File: src/shared/ztf_cfg.svh
// constants of the transmit-request framer: register map, field
// positions, fixed frame bytes and byte positions inside a frame.
// assumes byte addresses on a 32-bit classic wishbone register bus.
`ifndef ZTF_CFG_SVH
`define ZTF_CFG_SVH

// ----------------------------------------------------------------
// register offsets (byte addresses)
// ----------------------------------------------------------------
`define ZTF_OFF_CTRL 8'h00
`define ZTF_OFF_TAG 8'h04
`define ZTF_OFF_ADDR_LO 8'h08
`define ZTF_OFF_ADDR_HI 8'h0c
`define ZTF_OFF_NWK 8'h10
`define ZTF_OFF_STATUS 8'h14

// ----------------------------------------------------------------
// field positions
// ----------------------------------------------------------------
`define ZTF_CTRL_START 0
`define ZTF_CTRL_KIND 2
`define ZTF_CTRL_BCAST 4
`define ZTF_CTRL_KNOWN 5
`define ZTF_CTRL_EXT 6
`define ZTF_STAT_BUSY 0
`define ZTF_STAT_DONE 1
`define ZTF_STAT_CKS 8

// ----------------------------------------------------------------
// fixed frame contents
// ----------------------------------------------------------------
`define ZTF_DELIM 8'h7e
`define ZTF_FRAME_TYPE 8'h11
`define ZTF_D16_UNKNOWN 16'hfffe
`define ZTF_BCAST64 64'h0000_0000_0000_ffff
`define ZTF_CL_NWK 16'h0000
`define ZTF_CL_IEEE 16'h0001
`define ZTF_CL_NODE 16'h0002
`define ZTF_CL_LQI 16'h0031
`define ZTF_PROFILE 16'h0000
`define ZTF_ENDPOINT 8'h00
`define ZTF_RADIUS 8'h00
`define ZTF_TX_OPTS 8'h00
`define ZTF_REQ_EXT 8'h01
`define ZTF_REQ_SINGLE 8'h00
`define ZTF_CKS_BASE 8'hff

// ----------------------------------------------------------------
// byte positions and lengths
// ----------------------------------------------------------------
`define ZTF_HDR_LEN 6'd20
`define ZTF_IDX_TYPE 6'd3
`define ZTF_IDX_D64_END 6'd12
`define ZTF_IDX_PAY 6'd23
`define ZTF_PLEN_NWK 6'd11
`define ZTF_PLEN_IEEE 6'd5
`define ZTF_PLEN_NODE 6'd3
`define ZTF_PLEN_LQI 6'd2

`endif

File: src/shared/ztf_pkg.sv
// types of the transmit-request framer.
// assumes ztf_cfg.svh for every number.
package ztf_pkg;

   // request kinds, as coded in the control register
   typedef enum logic [1:0] {
      ZTF_NWK, ZTF_IEEE, ZTF_NODE, ZTF_LQI
   } ztf_kind_t;

   // framer sequencer
   typedef enum logic {ZTF_IDLE, ZTF_SEND} ztf_fsm_t;

   // one request as set up by software
   typedef struct packed {
      ztf_kind_t kind;
      logic bcast;
      logic known;
      logic ext;
      logic [7:0] tag;
      logic [7:0] seq;
      logic [7:0] sidx;
      logic [63:0] addr;
      logic [15:0] nwk;
   } ztf_req_t;

   // whole state of the top module
   typedef struct packed {
      ztf_fsm_t fsm;
      logic busy;
      logic [5:0] idx;
      logic [7:0] sum;
      ztf_req_t req;
      ztf_req_t cfg;
      logic ack;
      logic [31:0] dat;
      logic done;
      logic [7:0] cks;
      logic [7:0] tx_data;
      logic tx_valid;
      logic tx_last;
   } ztf_state_t;

endpackage

File: src/design/ztf_frame_byte.sv
// frame byte generator: gives the byte at a frame position.
// assumes a latched request, and the running sum of bytes 3 onward.
`timescale 1ns/1ps
`include "ztf_cfg.svh"

module ztf_frame_byte (
   input ztf_pkg::ztf_req_t req,
   input wire logic [5:0] idx,
   input wire logic [7:0] sum,
   output logic [7:0] byte_o,
   output logic [5:0] last_o
);

   logic uni; // unicast frame
   logic [5:0] plen; // payload length
   logic [15:0] clus; // cluster id
   logic [63:0] d64; // 64-bit destination
   logic [15:0] d16; // 16-bit destination
   logic [7:0] rtype; // request type byte
   logic [15:0] len; // length field
   logic [5:0] p; // payload position

   // ----------------------------------------------------------------
   // byte selection
   // ----------------------------------------------------------------
   always_comb begin
      // neighbour table queries always go unicast
      uni = !req.bcast || req.kind == ztf_pkg::ZTF_LQI;
      case (req.kind)
         ztf_pkg::ZTF_NWK: begin
            plen = `ZTF_PLEN_NWK;
            clus = `ZTF_CL_NWK;
         end
         ztf_pkg::ZTF_IEEE: begin
            plen = `ZTF_PLEN_IEEE;
            clus = `ZTF_CL_IEEE;
         end
         ztf_pkg::ZTF_NODE: begin
            plen = `ZTF_PLEN_NODE;
            clus = `ZTF_CL_NODE;
         end
         default: begin
            plen = `ZTF_PLEN_LQI;
            clus = `ZTF_CL_LQI;
         end
      endcase
      d64 = uni ? req.addr : `ZTF_BCAST64;
      // unknown short address or broadcast
      d16 = (uni && req.known) ? req.nwk : `ZTF_D16_UNKNOWN;
      rtype = req.ext ? `ZTF_REQ_EXT : `ZTF_REQ_SINGLE;
      // bytes after length, checksum excluded
      len = {10'h000, `ZTF_HDR_LEN + plen};
      last_o = `ZTF_IDX_PAY + plen;
      p = idx - `ZTF_IDX_PAY;
      byte_o = 8'h00;
      // header, most significant byte first
      if (idx == 6'd0) begin
         byte_o = `ZTF_DELIM;
      end else if (idx == 6'd1) begin
         byte_o = len[15:8];
      end else if (idx == 6'd2) begin
         byte_o = len[7:0];
      end else if (idx == `ZTF_IDX_TYPE) begin
         byte_o = `ZTF_FRAME_TYPE;
      end else if (idx == 6'd4) begin
         byte_o = req.tag; // zero asks for no status reply
      end else if (idx <= `ZTF_IDX_D64_END) begin
         byte_o = 8'(d64 >> {`ZTF_IDX_D64_END - idx, 3'b000});
      end else if (idx == 6'd13) begin
         byte_o = d16[15:8];
      end else if (idx == 6'd14) begin
         byte_o = d16[7:0];
      end else if (idx == 6'd15 || idx == 6'd16) begin
         byte_o = `ZTF_ENDPOINT;
      end else if (idx == 6'd17) begin
         byte_o = clus[15:8];
      end else if (idx == 6'd18) begin
         byte_o = clus[7:0];
      end else if (idx == 6'd19) begin
         byte_o = 8'(`ZTF_PROFILE >> 8);
      end else if (idx == 6'd20) begin
         byte_o = 8'(`ZTF_PROFILE);
      end else if (idx == 6'd21) begin
         byte_o = `ZTF_RADIUS;
      end else if (idx == 6'd22) begin
         byte_o = `ZTF_TX_OPTS;
      end else if (idx == last_o) begin
         byte_o = `ZTF_CKS_BASE - sum;
      end else if (p == 6'd0) begin
         byte_o = req.seq;
      end else if (req.kind == ztf_pkg::ZTF_NWK) begin
         // little-endian target address
         if (p <= 6'd8) begin
            byte_o = 8'(req.addr >> {p - 6'd1, 3'b000});
         end else if (p == 6'd9) begin
            byte_o = rtype;
         end else begin
            byte_o = req.sidx;
         end
      end else if (req.kind == ztf_pkg::ZTF_LQI) begin
         byte_o = req.sidx;
      end else begin
         // little-endian short address
         if (p == 6'd1) begin
            byte_o = req.nwk[7:0];
         end else if (p == 6'd2) begin
            byte_o = req.nwk[15:8];
         end else if (p == 6'd3) begin
            byte_o = rtype;
         end else begin
            byte_o = req.sidx;
         end
      end
   end

endmodule

File: src/design/ztf_framer.sv
// transmit-request framer: builds device-object request frames
// for the radio module's serial link from wishbone registers.
// assumes one clock, a byte sink with valid/ready, classic wishbone.
//
// Function
// delimiter, length, type, header, payload, checksum order
// length counts bytes after it, minus checksum
// checksum is ff minus sum after length
// reply tag zero suppresses status reply
// broadcast uses 64-bit destination 0000ffff
// 16-bit destination fffe on broadcast or unknown
// cluster 0000, 0001, 0002, 0031 by request
// profile and both endpoints are zero
// payload opens with transaction sequence byte
// address request: LE address, type, index
// request type 01 selects extended answer
// ieee, descriptor requests: LE short address
// neighbour query unicast, sequence plus index
// header fields go most significant first
// radius and options bytes are zero
`timescale 1ns/1ps
`include "ztf_cfg.svh"

module ztf_framer #(
   parameter int ADR_W = 8 // wishbone byte address width
) (
   input wire logic CLK_SYS,
   input wire logic SYS_RST,
   input wire logic [ADR_W-1:0] WB_ADR_I,
   input wire logic [31:0] WB_DAT_I,
   input wire logic [3:0] WB_SEL_I,
   input wire logic WB_WE_I,
   input wire logic WB_CYC_I,
   input wire logic WB_STB_I,
   output logic [31:0] WB_DAT_O,
   output logic WB_ACK_O,
   output logic [7:0] TX_DATA,
   output logic TX_VALID,
   output logic TX_LAST,
   input wire logic TX_READY,
   output logic BUSY
);

   // ----------------------------------------------------------------
   // state and helpers
   // ----------------------------------------------------------------
   ztf_pkg::ztf_state_t s; // registered state
   ztf_pkg::ztf_state_t next_s; // next state
   logic hit; // bus request present
   logic wr; // write takes effect now
   logic start; // start bit written
   logic clr_done; // done clear written
   logic [5:0] idx_n; // position of the byte to load
   logic [7:0] nb; // byte at idx_n
   logic [5:0] last; // checksum position
   logic [7:0] ofs; // register offset
   logic [31:0] rd; // read mux

   // byte lane merge for writes
   function automatic logic [31:0] merge(
      input logic [31:0] old,
      input logic [31:0] wdat,
      input logic [3:0] sel
   );
      logic [31:0] r;
      r = old;
      for (int i = 0; i < 4; i++) begin
         if (sel[i]) begin
            r[8*i +: 8] = wdat[8*i +: 8];
         end
      end
      return r;
   endfunction

   // ----------------------------------------------------------------
   // frame byte generator
   // ----------------------------------------------------------------
   assign idx_n = s.idx + 6'd1;

   ztf_frame_byte u_byte (
      .req(s.req),
      .idx(idx_n),
      .sum(s.sum),
      .byte_o(nb),
      .last_o(last)
   );

   // ----------------------------------------------------------------
   // register read mux
   // ----------------------------------------------------------------
   assign ofs = 8'(WB_ADR_I);

   always_comb begin
      rd = 32'h0000_0000;
      case (ofs)
         `ZTF_OFF_CTRL: begin
            // start reads as zero
            rd[`ZTF_CTRL_KIND +: 2] = s.cfg.kind;
            rd[`ZTF_CTRL_BCAST] = s.cfg.bcast;
            rd[`ZTF_CTRL_KNOWN] = s.cfg.known;
            rd[`ZTF_CTRL_EXT] = s.cfg.ext;
         end
         `ZTF_OFF_TAG: begin
            rd[23:0] = {s.cfg.sidx, s.cfg.seq, s.cfg.tag};
         end
         `ZTF_OFF_ADDR_LO: begin
            rd = s.cfg.addr[31:0];
         end
         `ZTF_OFF_ADDR_HI: begin
            rd = s.cfg.addr[63:32];
         end
         `ZTF_OFF_NWK: begin
            rd[15:0] = s.cfg.nwk;
         end
         `ZTF_OFF_STATUS: begin
            // framer's own state
            rd[`ZTF_STAT_BUSY] = s.busy;
            rd[`ZTF_STAT_DONE] = s.done;
            rd[`ZTF_STAT_CKS +: 8] = s.cks;
         end
         default: begin
            // unmapped: acknowledged, reads zero
            rd = 32'h0000_0000;
         end
      endcase
   end

   // ----------------------------------------------------------------
   // next state
   // ----------------------------------------------------------------
   always_comb begin
      next_s = s;
      hit = WB_CYC_I && WB_STB_I;
      // ack one cycle after the request, dropped the cycle after
      next_s.ack = hit && !s.ack;
      if (hit && !s.ack) begin
         next_s.dat = rd;
      end
      // writes land on the edge where ack is seen high
      wr = hit && s.ack && WB_WE_I;
      start = 1'b0;
      clr_done = 1'b0;
      if (wr) begin
         case (ofs)
            `ZTF_OFF_CTRL: begin
               if (WB_SEL_I[0]) begin
                  next_s.cfg.kind = ztf_pkg::ztf_kind_t'(
                     WB_DAT_I[`ZTF_CTRL_KIND +: 2]);
                  next_s.cfg.bcast = WB_DAT_I[`ZTF_CTRL_BCAST];
                  next_s.cfg.known = WB_DAT_I[`ZTF_CTRL_KNOWN];
                  next_s.cfg.ext = WB_DAT_I[`ZTF_CTRL_EXT];
                  start = WB_DAT_I[`ZTF_CTRL_START];
               end
            end
            `ZTF_OFF_TAG: begin
               {next_s.cfg.sidx, next_s.cfg.seq, next_s.cfg.tag} =
                  24'(merge({8'h00, s.cfg.sidx, s.cfg.seq, s.cfg.tag},
                  WB_DAT_I, WB_SEL_I));
            end
            `ZTF_OFF_ADDR_LO: begin
               next_s.cfg.addr[31:0] =
                  merge(s.cfg.addr[31:0], WB_DAT_I, WB_SEL_I);
            end
            `ZTF_OFF_ADDR_HI: begin
               next_s.cfg.addr[63:32] =
                  merge(s.cfg.addr[63:32], WB_DAT_I, WB_SEL_I);
            end
            `ZTF_OFF_NWK: begin
               next_s.cfg.nwk = 16'(merge({16'h0000, s.cfg.nwk},
                  WB_DAT_I, WB_SEL_I));
            end
            `ZTF_OFF_STATUS: begin
               // write one to clear done
               clr_done = WB_SEL_I[0] && WB_DAT_I[`ZTF_STAT_DONE];
            end
            default: begin
               // unmapped write is dropped
               clr_done = 1'b0;
            end
         endcase
      end
      if (clr_done) begin
         next_s.done = 1'b0;
      end
      case (s.fsm)
         ztf_pkg::ZTF_IDLE: begin
            // a start is taken only while idle
            if (start) begin
               next_s.fsm = ztf_pkg::ZTF_SEND;
               next_s.req = next_s.cfg;
               next_s.idx = 6'd0;
               next_s.sum = 8'h00;
               next_s.tx_data = `ZTF_DELIM;
               next_s.tx_valid = 1'b1;
               next_s.tx_last = 1'b0;
            end
         end
         ztf_pkg::ZTF_SEND: begin
            // advance only on a taken byte
            if (s.tx_valid && TX_READY) begin
               if (s.tx_last) begin
                  next_s.fsm = ztf_pkg::ZTF_IDLE;
                  next_s.tx_valid = 1'b0;
                  next_s.tx_last = 1'b0;
                  next_s.cks = s.tx_data;
                  next_s.done = 1'b1; // set wins over clear
               end else begin
                  next_s.idx = idx_n;
                  next_s.tx_data = nb;
                  next_s.tx_last = idx_n == last;
                  // sum bytes after length, not checksum
                  if (idx_n >= `ZTF_IDX_TYPE && idx_n < last) begin
                     next_s.sum = s.sum + nb;
                  end
               end
            end
         end
         default: begin
            next_s.fsm = ztf_pkg::ZTF_IDLE;
         end
      endcase
      next_s.busy = next_s.fsm == ztf_pkg::ZTF_SEND;
   end

   // ----------------------------------------------------------------
   // state register
   // ----------------------------------------------------------------
   always_ff @(posedge CLK_SYS) begin
      if (SYS_RST) begin
         s <= '0;
      end else begin
         s <= next_s;
      end
   end

   // ----------------------------------------------------------------
   // outputs, all from flip-flops
   // ----------------------------------------------------------------
   assign WB_DAT_O = s.dat;
   assign WB_ACK_O = s.ack;
   assign TX_DATA = s.tx_data;
   assign TX_VALID = s.tx_valid;
   assign TX_LAST = s.tx_last;
   assign BUSY = s.busy;
endmodule

File: config.mk
export PLATFORM = sky130hd
export DESIGN_NAME = ztf_framer
export DESIGN_NICKNAME = d
export VERILOG_FILES = /design/src/shared/ztf_pkg.sv /design/src/design/ztf_frame_byte.sv /design/src/design/ztf_framer.sv
export VERILOG_INCLUDE_DIRS = /design/src /design/src/shared
export SDC_FILE = /design/constraint.sdc
export NUM_CORES = 1
export LEC_CHECK = 0
export BUFFER_PORTS_ARGS = -buffer_cell sky130_fd_sc_hd__buf_2
export CORE_MARGIN = 5
export CORE_UTILIZATION = 45
export DETAILED_ROUTE_END_ITERATION = 7
export GPL_ROUTABILITY_DRIVEN = 0
export PLACE_DENSITY = 0.6
export SKIP_CTS_REPAIR_TIMING = 1
export SLEW_MARGIN = 5
export SYNTH_ARGS = -nofsm -noshare
export SYNTH_HDL_FRONTEND = slang
export SYNTH_SLANG_ARGS = --single-unit
File: constraint.sdc
create_clock -name CLK_SYS -period 6.07 [get_ports CLK_SYS]
set_input_delay 0.3035 -clock CLK_SYS [delete_from_list [all_inputs] [get_ports CLK_SYS]]
set_output_delay 0.3035 -clock CLK_SYS [all_outputs]
set_load 0.02 [all_outputs]
# Yosys cells after proc, flatten, opt, wreduce, memory -nomap -nowiden
# Cells that the tools add are included.
# W data, S select, Z words.
# totals
input_bits,50
out_inout_bits,44
wordCells,175
reg_bits,285
# op_classes
eq_ne,32
add_sub_neg,8
n_reduce_logical,22
n_bitwise,1
shift,2
n_lt_le_gt_ge,4
mux,78
# op_table
cell,n
$mux W8,39
$shr A64 B9 Y8,2
$mux W123,1
$mux W109,1
$mux W32,2
$mux W64,1
$eq A6 B5 Y1 const B,7
$pmux W8 S5,1
$mux W16,2
$mux W14,2
$pmux W14 S2,1
$pmux W5 S5,1
$eq A6 B2 Y1 const B,4
$eq A6 B4 Y1 const B,4
$mux W24,1
$pmux W8 S3,1
$pmux W10 S2,1
$mux W19,1
$mux W9,2
$pmux W6 S3,1
$eq A8 B4 Y1 const B,2
$eq A8 B5 Y1 const B,2
$pmux W8 S2,1
$add A5 B4 Y6 const A,2
other kinds (34),65

# Depth between registers and ports, before layout
# depth
depth_word,30
depth_mapped,29
ltp_nobuf,25

# By module
# Synthesis repeated with hierarchy kept, for this count alone.
# unflattened
hier_cells,1668
hier_area_um2,14532.7
# by_module_without_submodules
mod,cells_each,seq_area_each_um2,n_inst,area_per_inst_um2
ztf_framer,1217,5705.5,1,11467.2
ztf_frame_byte,451,0.0,1,3065.4

# Worst setup path after synthesis
# No wires, ideal clock.
# synth_path
path_kind,register to register
from,register s[278] (netlist name)
to,register s[277] (netlist name)
setup_slack_ns,1.300
synth_period_minus_slack_ns,4.770
setup_time_ns,0.064
stages_incl_launch_ff,24
required_time_ns,6.006
arrival_ns,4.706
path_buffers,3
cell_sequence,dfxtp_1 > buf_4 > inv_1 > buf_4 > ha_1 > buf_6 > a32o_2 > xnor2_2 > or4_4 > nand3_2 > nand2_1 > o211ai_1 > o211a_1 > a2bb2oi_1 > ha_1 > a21oi_1 > a21boi_0 > o21ai_0 > nand2b_1 > a21o_1 > nand2_1 > nand3b_1 > or4_1 > nand4_1
# synth_via
elab_chain_len,30
elab_cells_between_ends,64
cone_classes,add/sub (5); order compare (4); eq/ne (20); shift (2); mux (28); reduce/logical (5)
# synth_rtl
item,line_no,text
from (decl),ztf_framer.sv:47,ztf_pkg::ztf_state_t s;
from (signal assigned),ztf_framer.sv:232,s <= next_s;
$add A6 B1 Y6 (*),ztf_framer.sv:78,assign idx_n = s.idx + 6'd1;
branches (longest 29 deep; another with $sub A6 B5 Y6),n/a,
# Mark *: on every way between the ends. The select of a mux whose other input is x is not followed.
# A chain may end at the register's enable or synchronous reset.

# Worst setup path in the final report
# layout_path
from,register s[281] (netlist name)
to,register s[277] (netlist name)
# The elaborated chain is that of the path after synthesis.

==> results.ini <==
[floorplanning]
top_level_ports = 94
coreArea_sq_mm = 0.0316
floorplan.initialDensity = 0.456
rows = 65
dieArea_sq_mm = 0.0358
die_w_um = 189
die_h_um = 189

[global_routing]
gr-usage-met2 = 0.406
busiest_layer = met2
grt_max_degree = 133
globalRouteMet3Util = 0.0409
grt_overflow = 0
grt_pass1_wl_um = 72900
grt_usage = 0.257
antenna_found_initial = 0
grt_pass1_vias = 12100
use_met1 = 0.361

[synthesis]
post-synth-top-area-cell = dfxtp_1
synth_cell_types = 88
synth_edf_count = 0
syn_area_sq_mm = 0.0144
syn_nets = 1729
synth_top_flop_cell = dfxtp_1
synth_warnings = 0
yosysMostFrequentCell = nor2_1
synthTopCellsByCount = nor2_1 (315), dfxtp_1 (285), mux2i_1 (128)
yosysSeqAreaShare = 0.395
syn_inst = 1655
yosysTopAreaCellShare = 0.395
async_reset_ff_frac = 0
synth_area_per_cell_sq_um = 8.72
synth_seq_cells = 285
yosys-top-cells-area = dfxtp_1 (40%), mux2i_1 (8.9%), nor2_1 (8.2%)

[routing]
drc = 0
via_per_inst = 6.18
drt_iter0_drc = 1232
detail-route-antenna-nets = 0
via_count = 12800
wl_per_cell_um = 22.9
wirelength_um = 47600
first_pass_iters = 6

[clock_tree]
clk_pin_slew_ps = 70
cts_htree_levels = 1
clockBufferDepth = 3
clockRootBuffer = clkbuf_16
numCtsBuffers = 31
clock_sinks = 285
cts_tree = built
clkLatencyLatePin_ps = 590

[sta]
worst_slew_pin_slew_ps = 1140
fin_skew_ps = 10.8
layout_min_cycle_time_ps = 5410
timing.final.setup_violations = 0
tns_ps = 0
fin_crit_sh = 0.892
slew_headroom = 0.238
report.final.slew_viol_count = 0
rsz0062_at_grt = no
setup_slack_ps = 656
hold_viol_final = 0
max_freq_mhz = 185
whs_ps = 0.234

[setup_path]
r2r_end = s[277]
crit_path_end_kind = register
arrival_ps = 5930
path_buf_inv = 1
max_stage_delay_ps = 750
reg2regPathDepth = 22
crit_fanout = 19
crit_chain = nand2_1, o21a_1, nor2_1, inv_1, ha_1, nand2_1, or3_1, nand2_1, nor2_1, a2111oi_0, o211a_1, a2bb2oi_1, ha_1, a21oi_1, a21boi_0, o21ai_0, nand2b_1, a21o_1, nand2_1, nand3b_1, or4_1, nand4_1
critPathSlowestCell = dfxtp_1
critical_path.startpoint_type = register
cp.required_ps = 6590
r2r-start = s[281]
path_common_cell = nand2_1
path_class = reg -> reg
rrSetupSlack_ps = 660
path_delay_family = simple AND/OR/NAND/NOR gates

[layout]
nFillCells = 3034
nets = 1724
final_layout_size_suffix_gt1_frac = 0.141
syn2layout_area_growth_pct = 11.0
final-seq-area_sq_mm = 0.00571
multi_input_area_sq_mm = 0.00787
n_antenna_cell = 0
stdcell_count = 2077
final_util = 0.506
final_cell_area_sq_mm = 0.0160

[power]
power_mw = 4.17
p_per_area_mw_per_mm2 = 261
leakagePower_nw = 5.74
peakVddDrop_uv = 256

[place]
place_inst = 2019
port_buffers = 93
post-place-ws_ps = 773
placement.cell_area_sq_mm = 0.0148
place_hpwl_um = 34900

[worst_hold_path]
min_to = s[129]
hold_start = WB_DAT_I[29]
hold_path_class = in -> reg
holdPathStages = 3

[flow_run]
cap_violations = 0

[outcome]
status = finished clean

flip-flops by register name (all words and copies together) (netlist names):
signal    flops
BUSY          1
TX_DATA       8
TX_LAST       1
TX_VALID      1
WB_ACK_O      1
WB_DAT_O     32
s           241
how the worst max path moves through the flow:
stage / to / start / cells after the start / slack [ps]
after detailed placement: s[277] / s[281] / 22 / 770
final: s[277] / s[281] / 22 / 660
after floorplan: s[277] / s[278] / 23 / 1300
after global routing: s[277] / s[281] / 22 / 230
after global placement: s[277] / s[281] / 22 / 960
after CTS: s[277] / s[281] / 22 / 730
cell families after synthesis:
kind of cell / after synthesis / synth area share
XOR/XNOR: 11 / 0.00945
adder cells (fa/ha/maj): 25 / 0.0220
multiplexers: 151 / 0.122
buffers and inverters: 177 / 0.0606
flip-flops: 285 / 0.395
AND/OR/NAND/NOR: 545 / 0.165
AO/OA/AOI/OAI: 461 / 0.226
layout make-up:
| cell class | count | share of cell area |
|---|---|---|
| Sequential cell | 285 | 0.356 |
| Clock buffer | 42 | 0.0560 |
| Tap cell | 402 | 0.0314 |
| Inverter | 21 | 0.00492 |
| Timing Repair Buffer | 118 | 0.0429 |
| Clock inverter | 16 | 0.0173 |
| Multi-Input combinational cell | 1193 | 0.491 |
cell usage in the layout (no fill, tap or decap), types with 8 or more instances in the layout:
cell type and n:
buf_2 92, ha_1 23, clkbuf_8 9, inv_1 20
a211oi_1 113, or2_2 8, o211ai_1 11, o211a_1 17
mux2i_1 128, o21a_1 12, dfxtp_1 284, a221oi_1 44
mux4_2 19, a21oi_1 97, nand3_1 38, buf_4 23
nand2b_1 13, nor2_1 314, clkbuf_16 31, a22oi_1 21
nor3_1 28, o21ai_0 60, nand2_1 87, nor2b_1 9
where the power goes:
| group | total [mW] | leakage (nW) | internal (mW) | switching, mW |
|---|---|---|---|---|
| logic | 0.139 | 2.85 | 0.0397 | 0.0992 |
| registers | 1.89 | 2.30 | 1.88 | 0.00578 |
| clock network | 2.15 | 0.584 | 1.33 | 0.815 |
| total | 4.17 | 5.74 | 3.25 | 0.920 |
routing by layer:
metal,vias up,wire length [um]
met4,0,1680
met2,551,21200
met1,6161,21200
met5,-,0
met3,126,3610
li1,6006,-
tightest hold or removal path: stages:
cell and delay (ps):
buf_2 90, mux2i_1 80, nor2_1 80
Power figures use the tool's default switching activity.
